[src/shared/wpc_pkg.sv]
/*
  Shared constants, types and helpers for the wiper control logic of a
  one-time-programmable digital potentiometer.
  Assumes a single 50 MHz core clock and a serial host sending 16-bit frames.
*/
// Notes on behaviour
// RULE_01 - Wiper follows wiper register; all zeros puts wiper at low end.
// RULE_02 - Wiper register accepts unlimited writes.
// RULE_03 - Twenty fuse locations; latest stored value restored at power-up. Code resets used_reg, so power-up restores midscale.
// RULE_04 - Each store is verified afterwards; outcome goes to success flag.
// RULE_05 - Store lasts about 8 ms; shift register locked meanwhile.
// RULE_06 - Ready output shows store plus verify has finished.
// RULE_07 - Never-programmed memory gives midscale at power-up.
// RULE_08 - Power-up clears wiper write enable (bit 1).
// RULE_09 - Write-protected wiper ignores writes; refresh still works.
// RULE_10 - Host sets write enable with command 6 before wiper writes.
// RULE_11 - Program enable (bit 0) defaults 0; must be 1 to store.
// RULE_12 - Bit 2: 0 precision resistor mode (default), 1 normal mode.
// RULE_13 - Bit 3: 0 last store failed (default), 1 succeeded.
// RULE_14 - Command 1 loads wiper register from data when enabled.
// RULE_15 - Command 3 stores wiper into next free fuse location.
// RULE_16 - Command 5 reads location data[4:0] out in next frame.
// RULE_17 - Addresses 0x14 and 0x15 give thermometer usage record.
// RULE_18 - Host computes last address as ones count minus one.
// RULE_19 - Host may send 0x1803 first to enable both.
// RULE_20 - Command 7 returns control bits in low bits next frame.
// RULE_21 - Wiper code maps linearly; 0x100 is quarter scale.
// RULE_22 - Write-protected wiper stays at stored value or midscale.
// RULE_23 - Frame: MSB first, two zeros, command 13:10, ten data bits.
// RULE_24 - Frame select low for multiple of 16 clocks; decode on rise.
// RULE_25 - Reset pin rising edge restores wiper and control defaults.
// RULE_26 - Serial output changes on serial clock rising edge.
// RULE_27 - Store ignored if program disabled or memory full; flag cleared.
// RULE_28 - Program and lock time is a parameter, 8 ms by default.
package wpc_pkg;

  // Clock and timing
  localparam int unsigned CLK_FREQ_MHZ = 50;
  localparam int unsigned PROG_TIME_US_DEF = 8000;
  localparam int TIMER_W = 24;

  // Widths
  localparam int WIPER_W = 10;
  localparam int FRAME_W = 16;
  localparam int ADDR_W = 5;
  localparam int CNT_W = 5;
  localparam int CTRL_W = 4;
  localparam int BITCNT_W = 4;
  localparam int PIN_W = 4;
  localparam int OTP_DEPTH = 20;
  localparam int THERM_SPAN = 10;

  // Values
  localparam logic [WIPER_W-1:0] WIPER_MIDSCALE = 10'h200;
  localparam logic [WIPER_W-1:0] WIPER_ZERO = 10'h000;
  localparam logic [CNT_W-1:0] CNT_FULL = 5'h14;
  localparam logic [ADDR_W-1:0] ADDR_STAT_LO = 5'h14;
  localparam logic [ADDR_W-1:0] ADDR_STAT_HI = 5'h15;
  localparam logic [BITCNT_W-1:0] BITCNT_ZERO = 4'h0;
  localparam logic [BITCNT_W-1:0] BITCNT_ONE = 4'h1;
  localparam logic [CNT_W-1:0] CNT_ONE = 5'h01;
  localparam logic [5:0] RD_PAD6 = 6'h00;
  localparam logic [11:0] RD_PAD12 = 12'h000;
  localparam logic SDO_PULL_LEVEL = 1'b0;

  // Synchronised pin positions and their idle levels
  localparam int PIN_SCLK = 0;
  localparam int PIN_SYNC = 1;
  localparam int PIN_DIN = 2;
  localparam int PIN_RST = 3;
  localparam logic [PIN_W-1:0] PIN_IDLE = 4'hA;

  typedef enum logic [3:0] {
    CMD_NOP      = 4'h0,
    CMD_WR_WIPER = 4'h1,
    CMD_RD_WIPER = 4'h2,
    CMD_STORE    = 4'h3,
    CMD_REFRESH  = 4'h4,
    CMD_RD_MEM   = 4'h5,
    CMD_WR_CTRL  = 4'h6,
    CMD_RD_CTRL  = 4'h7,
    CMD_SHUTDOWN = 4'h8
  } wpc_cmd_t;

  typedef struct packed {
    logic [1:0] pad;
    logic [3:0] cmd;
    logic [WIPER_W-1:0] data;
  } wpc_frame_t;

  typedef struct packed {
    logic nv_program_ok;
    logic calibration_select;
    logic wiper_write_enable;
    logic nv_program_enable;
  } wpc_ctrl_t;

  localparam wpc_ctrl_t CTRL_RESET = 4'h0;

  typedef enum logic [1:0] {
    OTP_IDLE   = 2'h0,
    OTP_BURN   = 2'h1,
    OTP_VERIFY = 2'h3
  } wpc_otp_state_t;

  // Thermometer word: one set bit per programming beyond offset
  function automatic logic [WIPER_W-1:0] wpc_therm(
    input logic [CNT_W-1:0] used,
    input int offset
  );
    logic [WIPER_W-1:0] r;
    r = '0;
    for (int i = 0; i < WIPER_W; i++) begin
      r[i] = (int'(used) > offset + i);
    end
    return r;
  endfunction

endpackage

[src/hdl/wpc_otp_array.sv]
/*
  Twenty-location fuse array with programming timer, verify step,
  readback mux and thermometer usage words.
  Assumes the caller starts a store only when not busy and not full.
*/
`timescale 1ns/10ps
`default_nettype none
module wpc_otp_array
  import wpc_pkg::*;
#(
  parameter int unsigned PROG_CYCLES = 400000
) (
  input wire logic clk_i,
  input wire logic rst_n_i,
  input wire logic prog_start_i,
  input wire logic [WIPER_W-1:0] prog_data_i,
  input wire logic [ADDR_W-1:0] rd_addr_i,
  output logic [WIPER_W-1:0] rd_data_o,
  output logic [WIPER_W-1:0] restore_data_o,
  output logic [CNT_W-1:0] used_cnt_o,
  output logic busy_o,
  output logic done_o,
  output logic ok_o
);

  localparam logic [TIMER_W-1:0] TIMER_LAST = TIMER_W'(PROG_CYCLES - 1);

  // Fuse contents keep no reset: they model nonvolatile cells
  logic [WIPER_W-1:0] otp_mem_reg [OTP_DEPTH];
  wpc_otp_state_t state_reg;
  wpc_otp_state_t state_next;
  logic [TIMER_W-1:0] timer_reg;
  logic [CNT_W-1:0] used_reg;
  logic [WIPER_W-1:0] data_reg;
  logic done_reg;
  logic ok_reg;
  wire logic burn_end = (state_reg == OTP_BURN) && (timer_reg == TIMER_LAST);
  wire logic verify_pass = (otp_mem_reg[used_reg] == data_reg);
  wire logic in_range = (rd_addr_i < CNT_FULL);
  wire logic programmed = (rd_addr_i < used_reg);

  // Store sequence: burn for the full time, then check the cell
  always_comb begin
    state_next = state_reg;
    unique case (state_reg)
      OTP_IDLE:   if (prog_start_i) state_next = OTP_BURN;
      OTP_BURN:   if (burn_end) state_next = OTP_VERIFY;
      OTP_VERIFY: state_next = OTP_IDLE;
      default:    state_next = OTP_IDLE;
    endcase
  end

  always_ff @(posedge clk_i or negedge rst_n_i) begin
    if (!rst_n_i) begin
      state_reg <= OTP_IDLE;
      timer_reg <= '0;
      used_reg <= '0;
      data_reg <= '0;
      done_reg <= 1'b0;
      ok_reg <= 1'b0;
    end else begin
      state_reg <= state_next;
      timer_reg <= (state_reg == OTP_BURN) ? timer_reg + 1'b1 : '0; // RULE_05
      done_reg <= (state_reg == OTP_VERIFY);
      if (prog_start_i && state_reg == OTP_IDLE) begin
        data_reg <= prog_data_i;
      end
      if (state_reg == OTP_VERIFY) begin
        ok_reg <= verify_pass; // RULE_04
        used_reg <= used_reg + CNT_ONE;
      end
    end
  end

  // Cell written as the burn ends, read back in the verify cycle
  always_ff @(posedge clk_i) begin
    if (burn_end) begin
      otp_mem_reg[used_reg] <= data_reg; // RULE_15
    end
  end

  // Readback: fuses, then the two usage words, else zero
  always_comb begin
    rd_data_o = WIPER_ZERO;
    if (in_range && programmed) begin
      rd_data_o = otp_mem_reg[rd_addr_i]; // RULE_16
    end else if (rd_addr_i == ADDR_STAT_LO) begin
      rd_data_o = wpc_therm(used_reg, 0); // RULE_17
    end else if (rd_addr_i == ADDR_STAT_HI) begin
      rd_data_o = wpc_therm(used_reg, THERM_SPAN); // RULE_17
    end
  end

  // Latest stored value, or midscale on a fresh part
  assign restore_data_o = (used_reg == '0) ? WIPER_MIDSCALE
                          : otp_mem_reg[used_reg - CNT_ONE]; // RULE_03 RULE_07
  assign used_cnt_o = used_reg;
  assign busy_o = (state_reg != OTP_IDLE);
  assign done_o = done_reg;
  assign ok_o = ok_reg;

endmodule
`default_nettype wire

[src/hdl/wpc_wiper_ctrl.sv]
/*
  Top of the wiper control logic: serial frame receiver and readback
  shifter, command decode, wiper register, control bits, fuse store and
  ready indication.
  Assumes serial pins and the reset pin are asynchronous to core_clk_i
  and that the serial clock is well below a quarter of the core clock.
*/
`timescale 1ns/10ps
`default_nettype none
module wpc_wiper_ctrl
  import wpc_pkg::*;
#(
  parameter int unsigned PROG_TIME_US = PROG_TIME_US_DEF
) (
  input wire logic core_clk_i,
  input wire logic arst_n_i,
  input wire logic sclk_i,
  input wire logic sync_n_i,
  input wire logic din_i,
  input wire logic hw_restore_n_i,
  output logic sdo_o,
  output logic sdo_oe_o,
  output logic rdy_o,
  output logic [WIPER_W-1:0] wiper_code_o,
  output logic wiper_at_low_end_o,
  output logic calibration_select_o,
  output logic nv_program_ok_o
);

  // Store time in cycles, never below one cycle
  localparam int unsigned PROG_CYCLES_RAW = PROG_TIME_US * CLK_FREQ_MHZ;
  localparam int unsigned PROG_CYCLES =
    (PROG_CYCLES_RAW < 1) ? 1 : PROG_CYCLES_RAW; // RULE_28

  // Reset release
  logic rst_meta_reg;
  logic rst_sync_reg;
  wire logic rst_n = rst_sync_reg;

  // Pin synchronisers
  logic [PIN_W-1:0] pin_meta_reg;
  logic [PIN_W-1:0] pin_sync_reg;
  logic [PIN_W-1:0] pin_last_reg;
  wire logic [PIN_W-1:0] pin_raw = {hw_restore_n_i, din_i, sync_n_i, sclk_i};

  // Frame state
  logic [FRAME_W-1:0] sr_reg;
  logic [FRAME_W-1:0] sr_next;
  logic [BITCNT_W-1:0] bitcnt_reg;
  logic seen_reg;
  logic sdo_reg;

  // Device state
  logic [WIPER_W-1:0] wiper_reg;
  logic [WIPER_W-1:0] wiper_next;
  wpc_ctrl_t ctrl_reg;
  wpc_ctrl_t ctrl_next;
  logic boot_reg;
  logic rdy_reg;
  logic low_end_reg;

  // Fuse array links
  logic [WIPER_W-1:0] otp_rd_data;
  logic [WIPER_W-1:0] otp_restore;
  logic [CNT_W-1:0] otp_used;
  logic otp_busy;
  logic otp_done;
  logic otp_ok;

  // Reset is asserted at once but released through two flops
  always_ff @(posedge core_clk_i or negedge arst_n_i) begin
    if (!arst_n_i) begin
      rst_meta_reg <= 1'b0;
      rst_sync_reg <= 1'b0;
    end else begin
      rst_meta_reg <= 1'b1;
      rst_sync_reg <= rst_meta_reg;
    end
  end

  // Three flops per pin; edge detection reads the second and third stages
  always_ff @(posedge core_clk_i or negedge rst_n) begin
    if (!rst_n) begin
      pin_meta_reg <= PIN_IDLE;
      pin_sync_reg <= PIN_IDLE;
      pin_last_reg <= PIN_IDLE;
    end else begin
      pin_meta_reg <= pin_raw;
      pin_sync_reg <= pin_meta_reg;
      pin_last_reg <= pin_sync_reg;
    end
  end

  // Edges of the synchronised pins
  wire logic sclk_rise = pin_sync_reg[PIN_SCLK] & ~pin_last_reg[PIN_SCLK];
  wire logic sclk_fall = ~pin_sync_reg[PIN_SCLK] & pin_last_reg[PIN_SCLK];
  wire logic frame_on = ~pin_sync_reg[PIN_SYNC];
  wire logic sync_fall = ~pin_sync_reg[PIN_SYNC] & pin_last_reg[PIN_SYNC];
  wire logic sync_rise = pin_sync_reg[PIN_SYNC] & ~pin_last_reg[PIN_SYNC];
  wire logic pin_restore =
    pin_sync_reg[PIN_RST] & ~pin_last_reg[PIN_RST]; // RULE_25
  wire logic din_bit = pin_sync_reg[PIN_DIN];

  // Shifting and command decode freeze while a store runs
  wire logic lock = otp_busy; // RULE_05
  wire logic shift_en = frame_on & sclk_fall & ~lock;

  // Decode happens only for whole multiples of sixteen clocks
  wire logic frame_ok = seen_reg & (bitcnt_reg == BITCNT_ZERO); // RULE_24
  wire logic cmd_go = sync_rise & frame_ok & ~lock; // RULE_24
  wire wpc_frame_t frm = wpc_frame_t'(sr_reg); // RULE_23
  wire wpc_cmd_t cmd = wpc_cmd_t'(frm.cmd);

  // Command strobes
  wire logic is_wr_wiper = cmd_go & (cmd == CMD_WR_WIPER);
  wire logic is_rd_wiper = cmd_go & (cmd == CMD_RD_WIPER);
  wire logic is_store = cmd_go & (cmd == CMD_STORE);
  wire logic is_refresh = cmd_go & (cmd == CMD_REFRESH);
  wire logic is_rd_mem = cmd_go & (cmd == CMD_RD_MEM);
  wire logic is_wr_ctrl = cmd_go & (cmd == CMD_WR_CTRL);
  wire logic is_rd_ctrl = cmd_go & (cmd == CMD_RD_CTRL);

  // Gated actions
  wire logic wiper_load =
    is_wr_wiper & ctrl_reg.wiper_write_enable; // RULE_09 RULE_14
  wire logic store_go = is_store & ctrl_reg.nv_program_enable
                        & (otp_used < CNT_FULL); // RULE_11 RULE_27
  wire logic restore_go = boot_reg | is_refresh | pin_restore; // RULE_09
  wire logic ctrl_default = boot_reg | pin_restore; // RULE_08 RULE_25

  // Readback words, padded so the value sits in the low bits
  wire logic [FRAME_W-1:0] rd_wiper_word = {RD_PAD6, wiper_reg};
  wire logic [FRAME_W-1:0] rd_mem_word = {RD_PAD6, otp_rd_data}; // RULE_16
  wire logic [FRAME_W-1:0] rd_ctrl_word = {RD_PAD12, ctrl_reg}; // RULE_20

  // Shift register: serial in, or a readback word after a read command.
  // Other commands leave the last word in place, so it echoes out next.
  always_comb begin
    sr_next = sr_reg;
    if (shift_en) begin
      sr_next = {sr_reg[FRAME_W-2:0], din_bit}; // RULE_23
    end else if (is_rd_wiper) begin
      sr_next = rd_wiper_word;
    end else if (is_rd_mem) begin
      sr_next = rd_mem_word; // RULE_16
    end else if (is_rd_ctrl) begin
      sr_next = rd_ctrl_word; // RULE_20
    end
  end

  always_ff @(posedge core_clk_i or negedge rst_n) begin
    if (!rst_n) begin
      sr_reg <= '0;
    end else begin
      sr_reg <= sr_next;
    end
  end

  // Bit counter wraps every sixteen bits; cleared at each frame edge
  always_ff @(posedge core_clk_i or negedge rst_n) begin
    if (!rst_n) begin
      bitcnt_reg <= BITCNT_ZERO;
      seen_reg <= 1'b0;
    end else if (sync_fall || sync_rise) begin
      bitcnt_reg <= BITCNT_ZERO;
      seen_reg <= 1'b0;
    end else if (shift_en) begin
      bitcnt_reg <= bitcnt_reg + BITCNT_ONE;
      seen_reg <= 1'b1;
    end
  end

  // Output bit: presented at frame start, advanced on serial rises
  always_ff @(posedge core_clk_i or negedge rst_n) begin
    if (!rst_n) begin
      sdo_reg <= 1'b1;
    end else if (sync_fall || (frame_on && sclk_rise)) begin
      sdo_reg <= sr_reg[FRAME_W-1]; // RULE_26
    end
  end

  // Wiper register: restores win over a write in the same cycle
  always_comb begin
    wiper_next = wiper_reg; // RULE_22
    if (restore_go) begin
      wiper_next = otp_restore; // RULE_03 RULE_07 RULE_09
    end else if (wiper_load) begin
      wiper_next = frm.data; // RULE_02 RULE_14
    end
  end

  // Control bits; the success flag set by a finished store wins
  always_comb begin
    ctrl_next = ctrl_reg;
    if (ctrl_default) begin
      ctrl_next = CTRL_RESET; // RULE_08 RULE_11 RULE_25
    end else if (is_wr_ctrl) begin
      ctrl_next.nv_program_enable = frm.data[0]; // RULE_11
      ctrl_next.wiper_write_enable = frm.data[1]; // RULE_10
      ctrl_next.calibration_select = frm.data[2]; // RULE_12
    end
    if (is_store) begin
      ctrl_next.nv_program_ok = 1'b0; // RULE_27
    end
    if (otp_done) begin
      ctrl_next.nv_program_ok = otp_ok; // RULE_04 RULE_13
    end
  end

  // Boot restore runs once in the first cycle after reset release
  always_ff @(posedge core_clk_i or negedge rst_n) begin
    if (!rst_n) begin
      wiper_reg <= WIPER_MIDSCALE;
      ctrl_reg <= CTRL_RESET;
      boot_reg <= 1'b1;
    end else begin
      wiper_reg <= wiper_next;
      ctrl_reg <= ctrl_next;
      boot_reg <= 1'b0;
    end
  end

  // Status outputs, all from flops
  always_ff @(posedge core_clk_i or negedge rst_n) begin
    if (!rst_n) begin
      rdy_reg <= 1'b1;
      low_end_reg <= 1'b0;
    end else begin
      rdy_reg <= ~otp_busy & ~store_go; // RULE_06
      low_end_reg <= (wiper_next == WIPER_ZERO); // RULE_01
    end
  end

  wpc_otp_array #(
    .PROG_CYCLES(PROG_CYCLES)
  ) u_otp (
    .clk_i(core_clk_i),
    .rst_n_i(rst_n),
    .prog_start_i(store_go),
    .prog_data_i(wiper_reg),
    .rd_addr_i(frm.data[ADDR_W-1:0]),
    .rd_data_o(otp_rd_data),
    .restore_data_o(otp_restore),
    .used_cnt_o(otp_used),
    .busy_o(otp_busy),
    .done_o(otp_done),
    .ok_o(otp_ok)
  );

  // Open-drain output: only ever pulls low, and only inside a frame
  assign sdo_o = SDO_PULL_LEVEL;
  assign sdo_oe_o = frame_on & ~sdo_reg; // RULE_26
  assign rdy_o = rdy_reg; // RULE_06
  assign wiper_code_o = wiper_reg; // RULE_01 RULE_21
  assign wiper_at_low_end_o = low_end_reg; // RULE_01
  assign calibration_select_o = ctrl_reg.calibration_select; // RULE_12
  assign nv_program_ok_o = ctrl_reg.nv_program_ok; // RULE_13

endmodule
`default_nettype wire

[config.mk]
export PLATFORM = sky130hd
export DESIGN_NAME = wpc_wiper_ctrl
export DESIGN_NICKNAME = d
export VERILOG_FILES = /design/src/shared/wpc_pkg.sv /design/src/hdl/wpc_otp_array.sv /design/src/hdl/wpc_wiper_ctrl.sv
export SDC_FILE = /design/constraint.sdc
export NUM_CORES = 1
export LEC_CHECK = 0
export ABC_AREA = 0
export BUFFER_PORTS_ARGS = -buffer_cell sky130_fd_sc_hd__buf_2
export CAP_MARGIN = 10
export CELL_PAD_IN_SITES_DETAIL_PLACEMENT = 0
export CELL_PAD_IN_SITES_GLOBAL_PLACEMENT = 1
export CORE_ASPECT_RATIO = 0.75
export CORE_UTILIZATION = 50
export CTS_BUF_LIST = sky130_fd_sc_hd__clkbuf_8
export DETAILED_ROUTE_END_ITERATION = 16
export PLACE_DENSITY = 0.78
export SYNTH_ARGS = -nofsm -noshare
export SYNTH_HDL_FRONTEND = slang
export SYNTH_SLANG_ARGS = --single-unit
[constraint.sdc]
create_clock -name core_clk_i -period 3.1 [get_ports core_clk_i]
set_input_delay 0.775 -clock core_clk_i [delete_from_list [all_inputs] [get_ports core_clk_i]]
set_output_delay 0.775 -clock core_clk_i [all_outputs]
set_load 0.02 [all_outputs]
==> flow_summary.json, run 1 <==
{
  "cp.required_ns": 3.61,
  "tightest_slew_ns": 0.863,
  "grt_max_degree": 94,
  "cts_tree": "done",
  "place_area_um2": 17000,
  "start_util": 0.508,
  "grt_overflow_total": 0,
  "synth_ff_type": "edfxtp_1",
  "pin_count": 22,
  "antenna_found_initial": 0,
  "fin_crit_sh": 0.977,
  "vias": 10566,
  "clkTransAtPathRegs_ns": 0.07,
  "synth_warnings": 0,
  "dp.final_hpwl_um": 31400,
  "drt_iter0_markers": 1318,
  "largest_reg_flops": 200,
  "fin_skew_ns": 0.0278,
  "gp_congestion": 0.900,
  "tns_ns": 0,
  "maxSlewViolCount": 0,
  "final_cell_area_um2": 18000,
  "clockPowerShare": 0.383,
  "rsz0062_at_grt": "yes",
  "synth.distinct_cells": 70,
  "setup_viol": 0,
  "drc_errors": 0,
  "root_buffer": "clkbuf_8",
  "cts_sinks": 295,
  "cpPeakStageDelay_ns": 0.71,
  "coreArea_um2": 31300,
  "grt_pass1_vias": 10551,
  "critical_path.top_delay_family": "simple AND/OR/NAND/NOR gates",
  "numCtsBuffers": 47,
  "synth_area_leaders": "edfxtp_1, mux4_2, dfrtp_1",
  "hold_path_class": "in2reg",
  "port_buffers": 20,
  "clkLatencyLatePin_ns": 0.60,
  "seq_power_share": 0.514,
  "max_freq_mhz": 330,
  "p_switching_w": 0.00224,
  "syn-cell-area_um2": 15900,
  "grt_pass1_wl_um": 68600,
  "syn2layout_area_growth_pct": 13.2,
  "synth-async-reset-ratio": 0.322,
  "die_h_um": 156,
  "drv_cap": 0,
  "ir_drop_mv": 0.406,
  "internal-power_w": 0.00632,
  "path_max_fanout": 5,
  "die_w_um": 208,
  "netlist_instances": 1062,
  "worstSetupStartpointType": "register",
  "clockBufferDepth": 3,
  "critPathBufInv": 1,
  "p_comb_frac": 0.103,
  "slowest_stage": "or4b_2",
  "critPathCaptureType": "register",
  "slew_headroom": 0.424,
  "fin_nets": 1176,
  "ys_ff_latch": 295,
  "yosysSeqAreaShare": 0.529,
  "power_density_nw_per_um2": 477,
  "final_antenna_net_count": 0,
  "status": "finished clean",
  "placementRows": 56,
  "fp.dieArea_um2": 32500,
  "track_usage": 0.291,
  "synth_top_area_frac": 0.379,
  "cts.htree.levels": 2,
  "critPathKind": "reg2reg",
  "via_per_inst": 6.61,
  "path_cells": "or4b_2 > nor4_2 > buf_4 > mux2i_1 > mux2i_1 > or4_1 > or4_4 > nor4_2",
  "firstDrtPassIters": 5,
  "drt_wl_total_um": 45300,
  "holdWs_ns": 0.279,
  "drive_gt1_frac": 0.340,
  "cp.arrival_ns": 3.54,
  "hold_viol": 0,
  "synth_top_area_cell": "edfxtp_1",
  "avgSynthCellArea_um2": 14.9,
  "synth_edf_count": 200,
  "p_sw_frac": 0.261,
  "fin_crit_ns": 3.03,
  "wl_per_cell_um": 28.3,
  "p_leak_nw": 6.87,
  "finish.utilization": 0.575,
  "antennaDiodeCount": 0
}
-- final cells by class --
cell class,instances,area (um^2)
clock buffers,50,688
clock inverters,36,209
fillers,2438,13300
inverters,19,73.8
multi-input cells,677,7130
flip-flops and latches,295,8410
well taps,406,508
repair buffers,116,940
-- cell usage after synthesis (all sizes together), types with 9 or more instances --
library cell,n
mux2,18
nor3,13
mux4,163
o22ai,9
a21oi,34
inv,16
ha,14
dfrtp,85
xor2,15
a211oi,16
nor2,72
mux2i,62
o21ai,40
edfxtp,200
nand3,27
dfstp,10
clkbuf,36
xnor2,20
nand2,73
buf,36
-- kinds of logic after synthesis --
| logic type | count (synthesis) | synth area share |
|---|---|---|
| other | 2 | 0.000473 |
| XOR/XNOR | 35 | 0.0198 |
| flip-flops | 295 | 0.529 |
| AND/OR/NAND/NOR | 237 | 0.0711 |
| AO/OA/AOI/OAI | 145 | 0.0584 |
| buffers and inverters | 91 | 0.0267 |
| multiplexers | 243 | 0.283 |
| adder cells (fa/ha/maj) | 14 | 0.0110 |
-- power by group through the flow --
| stage | sequential, W | clock (W) | combinational (W) |
|---|---|---|---|
| 4_1_cts | 0.00440 | 0.00334 | 0.000878 |
| 3_3_place_gp | 0.00447 | 0 | 0.000870 |
| 5_1_grt | 0.00441 | 0.00350 | 0.000956 |
| 2_1_floorplan | 0.00442 | 0 | 0.000619 |
| 3_5_place_dp | 0.00447 | 0 | 0.000873 |
| 6_report | 0.00440 | 0.00328 | 0.000886 |
-- metal layers --
layer  vias up  part of all wire  GRT usage
met3        88              0.14      0.105
met1      5334              0.42      0.426
met2       695              0.42      0.405
met4         0             0.025     0.0875
li1       4449                 -          -
met5         -                 0          0
-- what timing repair did --
action,4_1_cts,5_1_grt
setup endpoints to repair,0,2
resized for setup,0,2
hold buffers,1,0
buffers inserted,0,1
hold endpoints to repair,2,0
-- worst paths after layout --
path                       cells after the start  startpoint            endpoint  slack, ns
max in group asynchronous                      1       rst_n              frm[1]       2.26
min reg2reg                                    1       rst_n   u_otp.data_reg[9]       0.32
min                                            1    sync_n_i     pin_meta_reg[1]       0.28
max                                            8     frm[11]  wiper_at_low_end_o       0.07
min in group asynchronous                      1       rst_n   u_otp.data_reg[9]       0.32
max reg2reg                                    8     frm[11]  wiper_at_low_end_o       0.07
-- per-stage QoR --
step | cells | setup WS [ns] | power (W)
6_report | 1599 | 0.0722 | 0.00856
5_1_grt | 1599 | -0.0446 | 0.00886
2_1_floorplan | 1063 | -0.685 | 0.00504
4_1_cts | 1598 | 0.0212 | 0.00861
3_5_place_dp | 1511 | 0.0326 | 0.00535
3_3_place_gp | 1511 | 0.0548 | 0.00534
-- cells in the final DEF, fill, tap and decap left out, drive strengths merged, types with 27 or more instances in the layout --
cell,instances
edfxtp,200
inv,32
mux2i,62
dfrtp,85
a21oi,34
o21ai,40
mux4,163
nor2,72
clkbuf,50
nand2,73
buf,115
nand3,27
(Power assumes the default switching activity.)
==> inputs of run 2 (changes only) <==
--- a/config.mk
+++ b/config.mk
@@ -6,7 +6,7 @@
 export NUM_CORES = 1
 export LEC_CHECK = 0
 export ABC_AREA = 0
-export BUFFER_PORTS_ARGS = -buffer_cell sky130_fd_sc_hd__buf_2
+export BUFFER_PORTS_ARGS = -buffer_cell sky130_fd_sc_hd__clkbuf_2
 export CAP_MARGIN = 10
 export CELL_PAD_IN_SITES_DETAIL_PLACEMENT = 0
 export CELL_PAD_IN_SITES_GLOBAL_PLACEMENT = 1
==> run 2 against run 1 <==
Compared with the run above:
- combinational power shrank 4.7%
- maximum frequency is essentially flat
- highest routed layer unchanged
- routed wire length shrank 3.9%
- clock power shrank 7.0%
- cell count shrank 0.38%
- largest power group unchanged
==> flow_summary.json, run 2 (synthesis results as in run 1) <==
{
  "status": "finished clean",
  "layout_common_cells": "edfxtp_1, mux4_2, dfrtp_1",
  "fin_crit_ns": 3.03,
  "coreArea_um2": 31300,
  "die_w_um": 208,
  "drt_wl_total_um": 43500,
  "die_h_um": 156,
  "cp.required_ns": 3.62,
  "drive_gt1_frac": 0.338,
  "cp-startpoint": "u_otp.used_cnt_o[0]",
  "fin_crit_sh": 0.977,
  "ir_drop_mv": 0.432,
  "numCtsBuffers": 46,
  "drv_cap": 0,
  "path_max_fanout": 6,
  "critPathBufInv": 2,
  "setup_viol": 0,
  "critical_path.top_delay_family": "simple AND/OR/NAND/NOR gates",
  "antenna_found_initial": 0,
  "clkLatencyLatePin_ns": 0.61,
  "critPathCaptureType": "register",
  "slowest_stage": "or4_4",
  "drc_errors": 0,
  "hold_viol": 0,
  "largest_reg_flops": 200,
  "power_w": 0.00831,
  "hold_path_class": "in2reg",
  "rsz0062_at_grt": "yes",
  "r2r_cells": 10,
  "track_usage": 0.276,
  "root_buffer": "clkbuf_8",
  "grt_max_degree": 94,
  "reg2reg_slack_ns": 0.07,
  "final_cell_area_um2": 18000,
  "wl_per_cell_um": 27.3,
  "grt_overflow_total": 0,
  "worstReg2RegStart": "u_otp.used_cnt_o[0]",
  "layout_commonest_cell": "edfxtp_1",
  "fin_nets": 1171,
  "tightest_slew_ns": 0.869,
  "critPathKind": "reg2reg",
  "power_density_nw_per_um2": 462,
  "final_antenna_net_count": 0,
  "fillCellCount": 2447,
  "fp.dieArea_um2": 32500,
  "path_depth": 10,
  "slew_headroom": 0.421,
  "pin_count": 22,
  "port_buffers": 20,
  "syn2layout_area_growth_pct": 13.3,
  "cts_sinks": 295,
  "clkTransAtPathRegs_ns": 0.07,
  "worstSetupStartpointType": "register",
  "p_leak_nw": 6.84,
  "start_util": 0.508,
  "antennaDiodeCount": 0,
  "via_per_inst": 6.57,
  "vias": 10464,
  "r2r-end": "wiper_at_low_end_o",
  "grt_pass1_vias": 10062,
  "maxSlewViolCount": 0,
  "gp_congestion": 0.911,
  "max_freq_mhz": 330,
  "cp.arrival_ns": 3.55,
  "placementRows": 56,
  "holdWs_ns": 0.244,
  "crit_path_end": "wiper_at_low_end_o",
  "dp.final_hpwl_um": 29700,
  "fin_skew_ns": 0.0336,
  "tns_ns": 0,
  "cts_tree": "done",
  "grt_pass1_wl_um": 65400,
  "cpPeakStageDelay_ns": 0.52,
  "finish.utilization": 0.575,
  "cts.htree.levels": 2,
  "firstDrtPassIters": 6,
  "clockBufferDepth": 3,
  "drt_iter0_markers": 1400,
  "path_cells": "inv_4 > ha_4 > buf_4 > mux4_2 > mux2i_2 > mux2_2 > a211oi_1 > or4_1 > or4_4 > nor4_4",
  "place_area_um2": 17000
}
run 2: cell types whose count changed in the layout (fill, tap and decap cells not counted), sizes merged:
cell	before	now
inv	32	36
clkinvlp	0	1
bufinv	2	1
clkinv	21	17
buf	115	90
clkbuf	50	69
run 2: timing repair:
action                                 in CTS  in global routing
endpoints found under the hold margin       2                  0
setup endpoints to repair                   0                  1
hold buffers                                1                  0
resized for setup                           0                 19
setup buffers                               0                  6
run 2: where the power goes:
group	switching, W	internal, W	total [W]
registers	0.000144	0.00427	0.00441
logic	0.000478	0.000366	0.000844
clock network	0.00153	0.00152	0.00305
total	0.00216	0.00615	0.00831
run 2: layout make-up:
class	instances	area, um^2	area share
Timing Repair Buffer	112	950	0.0528
Sequential cell	295	8410	0.468
Inverter	19	73.8	0.00411
Clock buffer	48	661	0.0368
Tap cell	406	508	0.0283
Multi-Input combinational cell	677	7190	0.400
Clock inverter	36	179	0.00995
run 2: per-layer routing:
metal	track usage	wire [um]	vias to the layer above	part of all wire
met3	0.0674	5070	87	0.12
li1	-	-	4429	-
met1	0.416	18500	5301	0.43
met2	0.396	18700	647	0.43
met5	0	0	-	0
met4	0.0861	1160	0	0.027
run 2: worst min-delay path by stage:
stage               depth (start not counted)            start  slack (ns)               to
floorplan                                   0  pin_meta_reg[0]        0.33  pin_sync_reg[0]
global placement                            0  pin_meta_reg[0]        0.34  pin_sync_reg[0]
detailed placement                          0  pin_meta_reg[2]        0.34  pin_sync_reg[2]
CTS                                         1         sync_n_i        0.21  pin_meta_reg[1]
global route                                1         sync_n_i        0.22  pin_meta_reg[1]
finish                                      1         sync_n_i        0.24  pin_meta_reg[1]
run 2: metrics by stage:
stage	setup slack, ns	instances
6_report	0.0710	1593
2_1_floorplan	-0.685	1063
5_1_grt	-0.0337	1593
4_1_cts	0.0277	1586
3_3_place_gp	0.0592	1501
3_5_place_dp	0.0475	1501
==> inputs of run 3 (changes only) <==
--- a/config.mk
+++ b/config.mk
@@ -14,7 +14,7 @@
 export CORE_UTILIZATION = 50
 export CTS_BUF_LIST = sky130_fd_sc_hd__clkbuf_8
 export DETAILED_ROUTE_END_ITERATION = 16
-export PLACE_DENSITY = 0.78
+export PLACE_DENSITY_LB_ADDON = 0.1
 export SYNTH_ARGS = -nofsm -noshare
 export SYNTH_HDL_FRONTEND = slang
 export SYNTH_SLANG_ARGS = --single-unit
==> run 3 against run 2 <==
Compared with the run above:
- clock skew shrank 0.017 ns
- maximum frequency is 0.83% lower
- clock power increased by 4%
- final area up 0.70%
- via count increased by 0.51%
- combinational power is 9.4% higher
- count of clock-buffer cells in the layout is 5 higher
- critical path type unchanged
- largest power group unchanged
==> flow_summary.json, run 3 (synthesis results as in run 1) <==
{
  "status": "finished clean",
  "gp_congestion": 0.902,
  "clockBufferDepth": 3,
  "clkLatencyLatePin_ns": 0.60,
  "track_usage": 0.290,
  "port_buffers": 20,
  "firstDrtPassIters": 7,
  "drv_cap": 0,
  "reg2reg_slack_ns": 0.05,
  "slowest_stage": "mux4_2",
  "drc_errors": 0,
  "critical_path.top_delay_family": "multiplexers",
  "layout_commonest_cell": "edfxtp_1",
  "numCtsBuffers": 48,
  "dp.final_hpwl_um": 31800,
  "clkTransAtPathRegs_ns": 0.07,
  "layout_common_cells": "edfxtp_1, mux4_2, buf_4",
  "worstReg2RegStart": "u_otp.used_cnt_o[0]",
  "fp.dieArea_um2": 32500,
  "holdWs_ns": 0.256,
  "vias": 10517,
  "die_h_um": 156,
  "min_to": "pin_meta_reg[1]",
  "path_cells": "buf_12 > buf_12 > mux4_2 > mux2i_1 > mux2_2 > o21ai_0 > a31oi_1 > o2111ai_1 > nor4_2",
  "drive_gt1_frac": 0.349,
  "via_per_inst": 6.52,
  "setup_viol": 0,
  "tightest_slew_ns": 0.863,
  "die_w_um": 208,
  "start_util": 0.508,
  "grt_max_degree": 50,
  "worstSetupStartpointType": "register",
  "maxSlewViolCount": 0,
  "cpPeakStageDelay_ns": 0.57,
  "max_freq_mhz": 327,
  "power_density_nw_per_um2": 470,
  "slew_headroom": 0.425,
  "holdPathStages": 1,
  "fin_crit_sh": 0.985,
  "critPathKind": "reg2reg",
  "largest_reg_flops": 200,
  "hold_path_class": "in2reg",
  "drt_iter0_markers": 1203,
  "final_antenna_net_count": 0,
  "fin_skew_ns": 0.0168,
  "grt_pass1_vias": 10108,
  "syn2layout_area_growth_pct": 14.1,
  "critPathMostFrequentCell": "buf_12",
  "r2r-end": "wiper_at_low_end_o",
  "coreArea_um2": 31300,
  "cp.required_ns": 3.60,
  "regArea_um2": 8410,
  "placementRows": 56,
  "hold_viol": 0,
  "cp.arrival_ns": 3.55,
  "antenna_found_initial": 0,
  "path_depth": 9,
  "fillCellCount": 2512,
  "root_buffer": "clkbuf_8",
  "multiInputGateArea_um2": 7160,
  "critPathCaptureType": "register",
  "path_max_fanout": 40,
  "drt_wl_total_um": 45600,
  "tns_ns": 0,
  "r2r_cells": 9,
  "pin_count": 22,
  "critPathBufInv": 2,
  "grt_overflow_total": 0,
  "antennaDiodeCount": 0,
  "grt_pass1_wl_um": 68400,
  "fin_crit_ns": 3.05,
  "cts.htree.levels": 2,
  "min_from": "sync_n_i",
  "cts_tree": "done",
  "p_leak_nw": 6.93,
  "fin_nets": 1188,
  "cts_sinks": 295,
  "ir_drop_mv": 0.335,
  "wl_per_cell_um": 28.3
}
-- run 3: report_power, final --
| group | internal (W) | total [W] | switching (W) |
|---|---|---|---|
| sequential | 0.00427 | 0.00440 | 0.000138 |
| combinational | 0.000399 | 0.000923 | 0.000524 |
| clock | 0.00158 | 0.00318 | 0.00160 |
| total | 0.00624 | 0.00851 | 0.00227 |
-- run 3: stage by stage --
stage / std cells / util / total power (W) / setup slack [ns] / instance area, um^2
after floorplan: 1063 / - / 0.00504 / -0.685 / 16000
after global placement: 1514 / 0.546 / 0.00539 / 0.0772 / 17100
after detailed placement: 1514 / 0.546 / 0.00539 / 0.0341 / 17100
after CTS: 1605 / 0.575 / 0.00857 / 0.00142 / 18000
after global routing: 1614 / 0.579 / 0.00884 / -0.0176 / 18100
final: 1614 / 0.579 / 0.00851 / 0.0457 / 18100
-- run 3: per-layer routing --
| layer | track usage | wire [um] | vias up |
|---|---|---|---|
| li1 | - | - | 4477 |
| met2 | 0.406 | 19600 | 544 |
| met5 | 0 | 0 | - |
| met4 | 0.0734 | 818 | 0 |
| met3 | 0.0706 | 4320 | 61 |
| met1 | 0.453 | 20900 | 5435 |
-- run 3: worst max path at each step --
stage / from / slack (ns) / end
6_report: u_otp.used_cnt_o[0] / 0.05 / wiper_at_low_end_o
2_1_floorplan: u_otp.used_cnt_o[0] / -0.69 / wiper_at_low_end_o
5_1_grt: u_otp.used_cnt_o[0] / -0.02 / wiper_at_low_end_o
3_5_place_dp: u_otp.used_cnt_o[0] / 0.03 / wiper_at_low_end_o
4_1_cts: u_otp.state_reg[0] / 0.001 / wiper_at_low_end_o
3_3_place_gp: u_otp.used_cnt_o[0] / 0.08 / wiper_at_low_end_o
-- run 3: timing repair --
item / CTS / global route
setup endpoints to repair: 0 / 1
hold buffers: 1 / 0
endpoints found under the hold margin: 2 / 0
buffers inserted: 0 / 9
resized for setup: 0 / 8
-- run 3: final cells by class --
cell class | count | share of cell area
clock buffers | 53 | 0.0403
multi-input cells | 677 | 0.396
clock inverters | 37 | 0.00892
inverters | 19 | 0.00408
flip-flops and latches | 295 | 0.465
repair buffers | 127 | 0.0581
well taps | 406 | 0.0281
